`config.mk`:
```
export PLATFORM = sky130hd
export DESIGN_NAME = mbae_exec
export DESIGN_NICKNAME = d
export VERILOG_FILES = /design/src/include/mbae_pkg.sv /design/src/rtl/mbae_exec.sv
export VERILOG_INCLUDE_DIRS = /design/src /design/src/include
export SDC_FILE = /design/constraint.sdc
export NUM_CORES = 2
export LEC_CHECK = 0
export ABC_CLOCK_PERIOD_IN_PS = 14970
export BUFFER_PORTS_ARGS = -buffer_cell sky130_fd_sc_hd__buf_2
export CAP_MARGIN = 25
export CELL_PAD_IN_SITES_DETAIL_PLACEMENT = 0
export CELL_PAD_IN_SITES_GLOBAL_PLACEMENT = 1
export CORE_MARGIN = 10
export CORE_UTILIZATION = 38
export DETAILED_ROUTE_END_ITERATION = 16
export PLACE_DENSITY_LB_ADDON = 0.08
export RECOVER_POWER = 50
export SYNTH_ARGS = -nofsm -noshare
export SYNTH_HDL_FRONTEND = slang
export SYNTH_SLANG_ARGS = --single-unit
```
`constraint.sdc`:
```
create_clock -name mclk -period 14.97 [get_ports mclk]
set_input_delay 3.7425 -clock mclk [delete_from_list [all_inputs] [get_ports mclk]]
set_output_delay 3.7425 -clock mclk [all_outputs]
set_load 0.005 [all_outputs]
```
`src/include/mbae_cfg.svh`:
```
// Notes on behaviour
// - Taken skip adds one four-clock cycle
// - Writing program counter low byte adds cycle
// - Increment/decrement memory in place, skip on zero
// - Increment/decrement into working register, skip zero
// - Bit test skip on selected bit 0-7
// - Skip on zero byte, optional copy
// - Call pushes next address, loads target
// - Returns take two cycles, one loads immediate
// - Table read: low byte memory, high byte
// - Fill memory byte with zeros or ones
// - Preclears clear watchdog only after both preclears
// - Watchdog restart clears counter and both flags
// - Nibble swap in place or into working
// - Power-down entry one cycle, stops, updates flags
// - Power-down sets pd flag, clears expiry, watchdog
// - Jump loads target, two cycles, no flags
// - Add with carry into working, four flags
// - Add with carry into memory, four flags
// - Add memory into working or memory, immediate into working only
// - AND into working, only zero flag
// - AND into memory, only zero flag
`ifndef MBAE_CFG_SVH
`define MBAE_CFG_SVH

// ==========================================================
// Register map
`define MBAE_REG_CMD 8'h00
`define MBAE_REG_OPND 8'h04
`define MBAE_REG_STAT 8'h08
`define MBAE_REG_WREG 8'h0c
`define MBAE_REG_PC 8'h10
`define MBAE_REG_TABLE_READ_HIGH_BYTE 8'h14
`define MBAE_REG_MADDR 8'h18
`define MBAE_REG_MDATA 8'h1c

// ==========================================================
// Field positions
`define MBAE_CMD_OP_LSB 0
`define MBAE_CMD_BIT_LSB 8
`define MBAE_CMD_MA_LSB 16
`define MBAE_OPND_IMM_LSB 0
`define MBAE_OPND_TGT_LSB 16
`define MBAE_ST_BUSY 0
`define MBAE_ST_HALT 1
`define MBAE_ST_C 2
`define MBAE_ST_HC 3
`define MBAE_ST_Z 4
`define MBAE_ST_OVF 5
`define MBAE_ST_PDF 6
`define MBAE_ST_WTO 7
`define MBAE_ST_SKIP 8
`define MBAE_ST_CLKS_LSB 16
`define MBAE_ST_WAKE 0

// ==========================================================
// Sizes, addresses, timing
`define MBAE_DMEM_DEPTH 64
`define MBAE_STACK_DEPTH 6
`define MBAE_PCL_ADDR 6'h06
`define MBAE_LAST_PAGE 3'h7
`define MBAE_ICYC_CLOCKS 4'h4
`define MBAE_PC_RESET 11'h000

`endif

```
`src/include/mbae_pkg.sv`:
```
`include "mbae_cfg.svh"

package mbae_pkg;

  typedef enum logic [2:0] {
    st_idle = 3'b001,
    st_exec = 3'b010,
    st_halted = 3'b100
  } mbae_state_t;

  typedef enum logic [4:0] {
    op_nop = 5'h00,
    op_direct_jump = 5'h01,
    op_skip_when_memory_zero = 5'h02,
    op_copy_skip_zero = 5'h03,
    op_skip_when_bit_zero = 5'h04,
    op_skip_when_bit_nonzero = 5'h05,
    op_increment_skip_zero = 5'h06,
    op_decrement_skip_zero = 5'h07,
    op_increment_skip_zero_to_working = 5'h08,
    op_decrement_skip_zero_to_working = 5'h09,
    op_subroutine_invoke = 5'h0a,
    op_subroutine_exit = 5'h0b,
    op_return_with_value = 5'h0c,
    op_interrupt_exit = 5'h0d,
    op_current_page_table_read = 5'h0e,
    op_last_page_table_read = 5'h0f,
    op_memory_zero_fill = 5'h10,
    op_memory_ones_fill = 5'h11,
    op_watchdog_restart = 5'h12,
    op_watchdog_preclear_first = 5'h13,
    op_watchdog_preclear_second = 5'h14,
    op_nibble_exchange = 5'h15,
    op_nibble_exchange_to_working = 5'h16,
    op_power_down_entry = 5'h17,
    op_sum_with_carry_to_working = 5'h18,
    op_sum_with_carry_to_memory = 5'h19,
    op_sum_to_working = 5'h1a,
    op_sum_imm_to_working = 5'h1b,
    op_sum_to_memory = 5'h1c,
    op_conjunction_to_working = 5'h1d,
    op_conjunction_imm_to_working = 5'h1e,
    op_conjunction_to_memory = 5'h1f
  } mbae_op_t;

  typedef struct packed {
    logic cyc;
    logic stb;
    logic we;
    logic [7:0] adr;
    logic [3:0] sel;
    logic [31:0] dat;
  } mbae_wb_req_t;

  typedef struct packed {
    logic ack;
    logic [31:0] dat;
  } mbae_wb_rsp_t;

  typedef struct packed {
    mbae_state_t st;
    logic [`MBAE_DMEM_DEPTH-1:0][7:0] mem;
    logic [`MBAE_STACK_DEPTH-1:0][10:0] stk;
    logic [2:0] sp;
    logic [10:0] pc;
    logic [7:0] wreg;
    logic [7:0] table_read_high_byte;
    logic c;
    logic hc;
    logic z;
    logic ovf;
    logic power_down_flag;
    logic wto;
    logic pre1;
    logic pre2;
    mbae_op_t op;
    logic [2:0] bsel;
    logic [5:0] maddr;
    logic [7:0] imm;
    logic [10:0] tgt;
    logic [5:0] swaddr;
    logic [3:0] cnt;
    logic [3:0] clocks;
    logic skipped;
    logic tab_pend;
    logic halt_pend;
    logic [10:0] prog_addr;
    logic wdt_clear;
    logic ack;
    logic [31:0] rdat;
  } mbae_regs_t;

endpackage

```
`src/rtl/mbae_exec.sv`:
```
// Design decisions made here: the address map and the Wishbone interface to the registers.
`timescale 1ns/100ps
`include "mbae_cfg.svh"

module mbae_exec (
  input wire logic mclk,
  input wire logic nrst,
  input wire logic ce,
  input wire mbae_pkg::mbae_wb_req_t wb_req,
  output mbae_pkg::mbae_wb_rsp_t wb_rsp,
  output logic [10:0] prog_addr,
  input wire logic [13:0] prog_data,
  output logic wdt_clear,
  output logic halted
);

  mbae_pkg::mbae_regs_t s_q;
  mbae_pkg::mbae_regs_t s_d;

  logic access;
  logic go;
  logic [31:0] rd_cur;
  logic [31:0] wv;
  mbae_pkg::mbae_op_t op;
  logic [5:0] ma;
  logic [2:0] bi;
  logic [7:0] mb;
  logic [7:0] opnd;
  logic cin;
  logic [8:0] sum9;
  logic [4:0] sum5;
  logic [7:0] res;
  logic mem_wr;
  logic skip;
  logic tab;
  logic pcl_hit;
  logic [1:0] base;
  logic [1:0] icyc;
  logic [10:0] pc_next;
  logic [2:0] sp_push;
  logic [2:0] sp_pop;

  // ==========================================================
  // Bus read view
  always_comb
  begin
    rd_cur = 32'h0000_0000;
    unique case (wb_req.adr)
      `MBAE_REG_CMD:
      begin
        rd_cur[`MBAE_CMD_OP_LSB +: 5] = s_q.op;
        rd_cur[`MBAE_CMD_BIT_LSB +: 3] = s_q.bsel;
        rd_cur[`MBAE_CMD_MA_LSB +: 6] = s_q.maddr;
      end
      `MBAE_REG_OPND:
      begin
        rd_cur[`MBAE_OPND_IMM_LSB +: 8] = s_q.imm;
        rd_cur[`MBAE_OPND_TGT_LSB +: 11] = s_q.tgt;
      end
      `MBAE_REG_STAT:
      begin
        rd_cur[`MBAE_ST_BUSY] = (s_q.st == mbae_pkg::st_exec);
        rd_cur[`MBAE_ST_HALT] = (s_q.st == mbae_pkg::st_halted);
        rd_cur[`MBAE_ST_C] = s_q.c;
        rd_cur[`MBAE_ST_HC] = s_q.hc;
        rd_cur[`MBAE_ST_Z] = s_q.z;
        rd_cur[`MBAE_ST_OVF] = s_q.ovf;
        rd_cur[`MBAE_ST_PDF] = s_q.power_down_flag;
        rd_cur[`MBAE_ST_WTO] = s_q.wto;
        rd_cur[`MBAE_ST_SKIP] = s_q.skipped;
        rd_cur[`MBAE_ST_CLKS_LSB +: 4] = s_q.clocks;
      end
      `MBAE_REG_WREG: rd_cur[7:0] = s_q.wreg;
      `MBAE_REG_PC: rd_cur[10:0] = s_q.pc;
      `MBAE_REG_TABLE_READ_HIGH_BYTE: rd_cur[7:0] = s_q.table_read_high_byte;
      `MBAE_REG_MADDR: rd_cur[5:0] = s_q.swaddr;
      `MBAE_REG_MDATA: rd_cur[7:0] = s_q.mem[s_q.swaddr];
      default: rd_cur = 32'h0000_0000;
    endcase
    for (int i = 0; i < 4; i++)
    begin
      wv[i*8 +: 8] = wb_req.sel[i] ? wb_req.dat[i*8 +: 8] : rd_cur[i*8 +: 8];
    end
  end

  // ==========================================================
  // Operand fetch and arithmetic
  assign access = wb_req.cyc && wb_req.stb && !s_q.ack;
  assign go = access && wb_req.we && (wb_req.adr == `MBAE_REG_CMD)
    && (s_q.st == mbae_pkg::st_idle);
  assign op = mbae_pkg::mbae_op_t'(wv[`MBAE_CMD_OP_LSB +: 5]);
  assign ma = wv[`MBAE_CMD_MA_LSB +: 6];
  assign bi = wv[`MBAE_CMD_BIT_LSB +: 3];
  assign mb = s_q.mem[ma];
  assign opnd = (op == mbae_pkg::op_sum_imm_to_working
    || op == mbae_pkg::op_conjunction_imm_to_working) ? s_q.imm : mb;
  assign cin = (op == mbae_pkg::op_sum_with_carry_to_working
    || op == mbae_pkg::op_sum_with_carry_to_memory) ? s_q.c : 1'b0;
  assign sum9 = {1'b0, s_q.wreg} + {1'b0, opnd} + {8'h00, cin};
  // half carry out of bit 3
  assign sum5 = {1'b0, s_q.wreg[3:0]} + {1'b0, opnd[3:0]} + {4'h0, cin};
  assign sp_push = (s_q.sp == 3'(`MBAE_STACK_DEPTH - 1)) ? 3'h0 : s_q.sp + 3'h1;
  assign sp_pop = (s_q.sp == 3'h0) ? 3'(`MBAE_STACK_DEPTH - 1) : s_q.sp - 3'h1;

  // ==========================================================
  // Next state
  always_comb
  begin
    s_d = s_q;
    s_d.ack = 1'b0;
    s_d.wdt_clear = 1'b0;
    res = 8'h00;
    mem_wr = 1'b0;
    skip = 1'b0;
    tab = 1'b0;
    base = 2'h1;
    pc_next = s_q.pc + 11'h001;
    if (access)
    begin
      s_d.ack = 1'b1;
      s_d.rdat = rd_cur;
      if (wb_req.we && s_q.st == mbae_pkg::st_idle)
      begin
        unique case (wb_req.adr)
          `MBAE_REG_OPND:
          begin
            s_d.imm = wv[`MBAE_OPND_IMM_LSB +: 8];
            s_d.tgt = wv[`MBAE_OPND_TGT_LSB +: 11];
          end
          `MBAE_REG_STAT:
          begin
            s_d.c = wv[`MBAE_ST_C];
            s_d.hc = wv[`MBAE_ST_HC];
            s_d.z = wv[`MBAE_ST_Z];
            s_d.ovf = wv[`MBAE_ST_OVF];
          end
          `MBAE_REG_WREG: s_d.wreg = wv[7:0];
          `MBAE_REG_PC: s_d.pc = wv[10:0];
          `MBAE_REG_MADDR: s_d.swaddr = wv[5:0];
          `MBAE_REG_MDATA: s_d.mem[s_q.swaddr] = wv[7:0];
          default: s_d.rdat = rd_cur;
        endcase
      end
      // Wake is the only write honoured in power-down
      if (wb_req.we && s_q.st == mbae_pkg::st_halted && wb_req.adr == `MBAE_REG_STAT
        && wv[`MBAE_ST_WAKE])
      begin
        s_d.st = mbae_pkg::st_idle;
      end
    end
    if (go)
    begin
      s_d.op = op;
      s_d.maddr = ma;
      s_d.bsel = bi;
      unique case (op)
        mbae_pkg::op_nop: res = 8'h00;
        mbae_pkg::op_direct_jump:
        begin
          base = 2'h2;
          pc_next = s_q.tgt;
        end
        mbae_pkg::op_skip_when_memory_zero: skip = (mb == 8'h00);
        mbae_pkg::op_copy_skip_zero:
        begin
          skip = (mb == 8'h00);
          s_d.wreg = mb;
        end
        mbae_pkg::op_skip_when_bit_zero: skip = !mb[bi];
        mbae_pkg::op_skip_when_bit_nonzero: skip = mb[bi];
        mbae_pkg::op_increment_skip_zero:
        begin
          res = mb + 8'h01;
          mem_wr = 1'b1;
          skip = (res == 8'h00);
        end
        mbae_pkg::op_decrement_skip_zero:
        begin
          res = mb - 8'h01;
          mem_wr = 1'b1;
          skip = (res == 8'h00);
        end
        mbae_pkg::op_increment_skip_zero_to_working:
        begin
          res = mb + 8'h01;
          s_d.wreg = res;
          skip = (res == 8'h00);
        end
        mbae_pkg::op_decrement_skip_zero_to_working:
        begin
          res = mb - 8'h01;
          s_d.wreg = res;
          skip = (res == 8'h00);
        end
        mbae_pkg::op_subroutine_invoke:
        begin
          base = 2'h2;
          s_d.stk[s_q.sp] = s_q.pc + 11'h001;
          s_d.sp = sp_push;
          pc_next = s_q.tgt;
        end
        mbae_pkg::op_subroutine_exit, mbae_pkg::op_interrupt_exit:
        begin
          base = 2'h2;
          s_d.sp = sp_pop;
          pc_next = s_q.stk[sp_pop];
        end
        mbae_pkg::op_return_with_value:
        begin
          base = 2'h2;
          s_d.sp = sp_pop;
          pc_next = s_q.stk[sp_pop];
          s_d.wreg = s_q.imm;
        end
        mbae_pkg::op_current_page_table_read, mbae_pkg::op_last_page_table_read:
        begin
          base = 2'h2;
          tab = 1'b1;
          s_d.prog_addr = {(op == mbae_pkg::op_last_page_table_read)
            ? `MBAE_LAST_PAGE : s_q.pc[10:8], s_q.imm};
        end
        mbae_pkg::op_memory_zero_fill:
        begin
          res = 8'h00;
          mem_wr = 1'b1;
        end
        mbae_pkg::op_memory_ones_fill:
        begin
          res = 8'hff;
          mem_wr = 1'b1;
        end
        mbae_pkg::op_watchdog_restart:
        begin
          s_d.wdt_clear = 1'b1;
          s_d.wto = 1'b0;
          s_d.power_down_flag = 1'b0;
          s_d.pre1 = 1'b0;
          s_d.pre2 = 1'b0;
        end
        mbae_pkg::op_watchdog_preclear_first, mbae_pkg::op_watchdog_preclear_second:
        begin
          if ((op == mbae_pkg::op_watchdog_preclear_first) ? s_q.pre2 : s_q.pre1)
          begin
            s_d.wdt_clear = 1'b1;
            s_d.wto = 1'b0;
            s_d.power_down_flag = 1'b0;
            s_d.pre1 = 1'b0;
            s_d.pre2 = 1'b0;
          end
          else if (op == mbae_pkg::op_watchdog_preclear_first)
          begin
            s_d.pre1 = 1'b1;
          end
          else
          begin
            s_d.pre2 = 1'b1;
          end
        end
        mbae_pkg::op_nibble_exchange:
        begin
          res = {mb[3:0], mb[7:4]};
          mem_wr = 1'b1;
        end
        mbae_pkg::op_nibble_exchange_to_working: s_d.wreg = {mb[3:0], mb[7:4]};
        mbae_pkg::op_power_down_entry:
        begin
          s_d.power_down_flag = 1'b1;
          s_d.wto = 1'b0;
          s_d.wdt_clear = 1'b1;
          s_d.halt_pend = 1'b1;
        end
        mbae_pkg::op_sum_with_carry_to_working, mbae_pkg::op_sum_with_carry_to_memory,
        mbae_pkg::op_sum_to_working, mbae_pkg::op_sum_imm_to_working,
        mbae_pkg::op_sum_to_memory:
        begin
          res = sum9[7:0];
          s_d.c = sum9[8];
          s_d.hc = sum5[4];
          s_d.z = (sum9[7:0] == 8'h00);
          s_d.ovf = (s_q.wreg[7] == opnd[7]) && (sum9[7] != s_q.wreg[7]);
          if (op == mbae_pkg::op_sum_with_carry_to_memory || op == mbae_pkg::op_sum_to_memory)
          begin
            mem_wr = 1'b1;
          end
          else
          begin
            s_d.wreg = res;
          end
        end
        mbae_pkg::op_conjunction_to_working, mbae_pkg::op_conjunction_imm_to_working,
        mbae_pkg::op_conjunction_to_memory:
        begin
          res = s_q.wreg & opnd;
          s_d.z = (res == 8'h00);
          if (op == mbae_pkg::op_conjunction_to_memory)
          begin
            mem_wr = 1'b1;
          end
          else
          begin
            s_d.wreg = res;
          end
        end
      endcase
      if (skip)
      begin
        pc_next = s_q.pc + 11'h002;
      end
      if (mem_wr)
      begin
        s_d.mem[ma] = res;
      end
      // low byte load reaches the counter
      if (mem_wr && ma == `MBAE_PCL_ADDR)
      begin
        pc_next = {s_q.pc[10:8], res};
      end
      s_d.pc = pc_next;
      s_d.skipped = skip;
      s_d.tab_pend = tab;
      s_d.clocks = 4'(icyc) * `MBAE_ICYC_CLOCKS;
      s_d.cnt = 4'(icyc) * `MBAE_ICYC_CLOCKS - 4'h1;
      s_d.st = mbae_pkg::st_exec;
    end
    if (s_q.st == mbae_pkg::st_exec)
    begin
      if (s_q.cnt == 4'h0)
      begin
        s_d.st = s_q.halt_pend ? mbae_pkg::st_halted : mbae_pkg::st_idle;
        s_d.halt_pend = 1'b0;
        if (s_q.tab_pend)
        begin
          // Word sampled on the last busy clock
          s_d.mem[s_q.maddr] = prog_data[7:0];
          s_d.table_read_high_byte = {2'b00, prog_data[13:8]};
          s_d.tab_pend = 1'b0;
          if (s_q.maddr == `MBAE_PCL_ADDR)
          begin
            s_d.pc = {s_q.pc[10:8], prog_data[7:0]};
          end
        end
      end
      else
      begin
        s_d.cnt = s_q.cnt - 4'h1;
      end
    end
  end

  // Cycle count decided up front, table write lands later
  assign pcl_hit = (mem_wr || tab) && (ma == `MBAE_PCL_ADDR);
  assign icyc = base + {1'b0, skip} + {1'b0, pcl_hit};

  // ==========================================================
  // State register
  always_ff @(posedge mclk)
  begin
    if (!nrst)
    begin
      s_q <= '0;
      s_q.st <= mbae_pkg::st_idle;
      s_q.pc <= `MBAE_PC_RESET;
    end
    else if (ce)
    begin
      s_q <= s_d;
    end
  end

  assign wb_rsp = '{ack: s_q.ack, dat: s_q.rdat};
  assign prog_addr = s_q.prog_addr;
  assign wdt_clear = s_q.wdt_clear;
  assign halted = (s_q.st == mbae_pkg::st_halted);
endmodule

```
==> reports/summary.txt <==
status = finished with violations
failing checks = capacitance limit, slew limit
clock power share = 45.6%
CORE AREA = 140,000 sq um
P per Cell Area = 93.8 nW/um^2
CP Class = in2reg
Post-CTS Setup Bufs = 0
TritonRoute pass-1 iters = 8
post-synthesis sequential area ratio = 26.2%
Combinational Power Share = 16.4%
via count = 64.3k
leading area contributor after synthesis = dfxtp_1
syn avg cell area = 7.27 sq um
Final min period = 13.48 ns
Hold Fails Final Rpt = 0
share of the synthesized area in the top cell type = 26.2%
HPWL Detailed = 215,000 um
synth top area cells = dfxtp_1 26%, o211ai_1 8.5%, nand2_1 7.9%, mux2i_1 7.5%, o21ai_0 6.6%
leading register cell type out of synthesis = dfxtp_1
Finished Layout Cells = 8,917
Critical Path Start Type = input port
port bufs = 89
Int Pwr = 3.66 mW
worst hold slack = 0.447 ns
Post-synth EDFFs = 0
Yosys cell types = 103
Tightest Pin Transition = 3.61 ns
Setup TNS = 0 ns
die area = 156,000 sq um
Final Cycle Share = 90.0%
number of global-route vias before repair = 57.5k
DR iter-0 viols = 10.1k
CTS tree = built
wire length of the first global-routing pass = 461,000 um
Via density = 7.21
final RePlAce weighted congestion = 1.03
peak supply drop = 123 uV
hold_buf cts = 0
Layout area overhead = 9.38%
initial antenna violation count = 36
Slew headroom = -141%
drt wl/cell = 37.4 um
sw frac = 33.1%
row count = 137
CTS Buf Count = 93
num ports = 110
CP Max Fanout = 26
LEAKAGE = 19.6 nW
H-tree levels = 3
clock sink count = 699
gr ovfl total = 0
register bit total from synthesis = 699
# setup viols final = 0
CTS clock-pin slew for the worst setup and hold paths = 0.06 ns
share of layout cells above drive strength 1 = 10.3%
post-route cell area = 58,400 sq um
Cells after Synth = 7,340
largest net degree at the start of global routing = 167
HP Class = reg2reg
die span in y = 395 um
DRT Wirelength = 334,000 um
Final ANT Viol Nets = 0
post-cts sizing count = 0
Net Sw Power = 1.81 mW
DR DRC count = 0
crit path DAT = 14.15 ns
total of max-cap violations = 20
ys async rst share = 0%
Layout Skew = 0.0341 ns
Worst Path Required = 15.64 ns
RSZ-0062 raised after global routing = false
total placed cells including tap cells = 8,711
Post-DP Area = 55,000 sq um
Fill cells = 14.6k
type of destination of the critical path = flop
CTS Root Cell = clkbuf_16
Synth Warn # = 0
max-slew violation count = 472
Max Freq = 74.2 MHz
worst-skew pair later-pin latency = 0.77 ns
global-route usage over all layers = 40.3%
sequential share of power = 37.9%
Starting Density = 38.3%
final net count = 7,030
Post-Syn Area = 53,400 sq um
clock tree buffer depth = 3
Die X = 395 um
## sequential cells by signal (all words and copies together) (netlist names), named ones only
register	count
wb_rsp	23
wdt_clear	1
prog_addr	11
s_q	598
## layout by cell type (no fill, tap or decap), types with 25 or more instances in the layout
cell type,synthesis,layout
o211ai_1,602,602
mux2i_1,400,399
o22ai_1,148,148
nand3_1,145,144
nand4_1,36,36
buf_4,53,190
nor3_1,115,111
nor2_1,518,504
o2111ai_1,26,25
o221ai_1,53,53
clkbuf_16,0,93
a221oi_1,51,51
and3_1,32,31
o31ai_1,86,85
a22oi_1,117,118
a211oi_1,162,160
inv_1,32,31
or3_1,29,29
a21oi_1,459,454
clkbuf_1,605,56
a31oi_1,352,352
o21ai_1,45,44
nand2_1,1123,1122
mux2_2,66,66
o21ai_0,703,700
or2_2,49,49
dfxtp_1,699,696
clkbuf_8,0,29
buf_2,94,63
nor4_1,29,31
mux4_2,56,56
## cell usage after synthesis (32+ instances only)
cell type  count
buf_4         53
inv_1         32
nor2_1       518
clkbuf_1     605
o22ai_1      148
o21ai_1       45
or2_2         49
a22oi_1      117
o21ai_0      703
buf_1         41
nand3_1      145
nor3_1       115
a211oi_1     162
nand4_1       36
nand2_1     1123
dfxtp_1      699
mux2_2        66
o31ai_1       86
and3_1        32
o221ai_1      53
a221oi_1      51
a31oi_1      352
a21oi_1      459
mux2i_1      400
o211ai_1     602
mux4_2        56
buf_2         94
## per-layer routing
metal / track usage [%] / vias up / share of wire [%]
met1: 51.8 / 31200 / 39
li1: - / 27000 / -
met4: 26.2 / 32 / 7.7
met2: 55.8 / 4827 / 40
met5: 0 / - / 0.076
met3: 15.2 / 1261 / 13
## kinds of logic (layout without fill, tap and decap cells)
kind of cell | after synthesis | after routing | synth area share, %
compound gates | 3005 | 3005 | 36.4
flops | 699 | 699 | 26.2
other cells | 1 | 28 | 0.00702
mux | 524 | 524 | 11.3
xor+xnor | 27 | 27 | 0.443
buf+inv | 853 | 527 | 6.94
simple gates | 2210 | 2210 | 18.1
fa+ha+maj | 21 | 21 | 0.544
## critical path: stages
cell and delay (ns):
clkbuf_1 0.66, or4_1 0.90, nor2_1 0.33, o2bb2ai_1 0.17, a311oi_1 0.10, o21ai_0 0.43
a21o_1 0.21, clkbuf_1 2.29, nand2_1 0.55, o221a_2 0.44, clkbuf_1 0.88, nor3_1 1.82
nand2_1 0.87, o211ai_1 0.33, o211ai_1 0.13, a31oi_1 0.25
## final cells by class
class	count	area, sq um	area share (%)
antenna	18	45.0	0.0771
clock buffer	145	2810	4.82
clock inverter	27	468	0.801
inverter	35	133	0.227
multi-input combinational	5797	36100	61.8
sequential	699	14000	24.0
tap	1876	2350	4.02
timing repair buffer	320	2500	4.29
## path summary, 6_finish.rpt
path | startpoint | endpoint | slack, ns | cells after the start
max | wb_req[38] | s_q[663] | 1.49 | 16
min | wb_rsp[22] | wb_rsp[22] | 0.45 | 2
max reg2reg | s_q[58] | s_q[663] | 2.51 | 17
min reg2reg | wb_rsp[22] | wb_rsp[22] | 0.45 | 2
## stage by stage
stage / setup slack [ns] / util [%] / total power [mW]
after global routing: 1.62 / 41.8 / 5.57
after CTS: 3.30 / 41.8 / 5.42
final: 1.49 / 41.8 / 5.47
after detailed placement: 2.55 / 39.4 / 2.96
after global placement: 2.61 / 39.3 / 2.94
after floorplan: 5.71 / - / 2.58
## power groups by stage
stage / registers [mW] / logic [mW] / clock network [mW]
2_1_floorplan: 2.04 / 0.536 / 0
3_3_place_gp: 2.10 / 0.840 / 0
3_5_place_dp: 2.11 / 0.851 / 0
4_1_cts: 2.07 / 0.853 / 2.50
5_1_grt: 2.08 / 0.925 / 2.57
6_report: 2.08 / 0.899 / 2.50
Note: power is estimated with default switching activity, not from simulation.
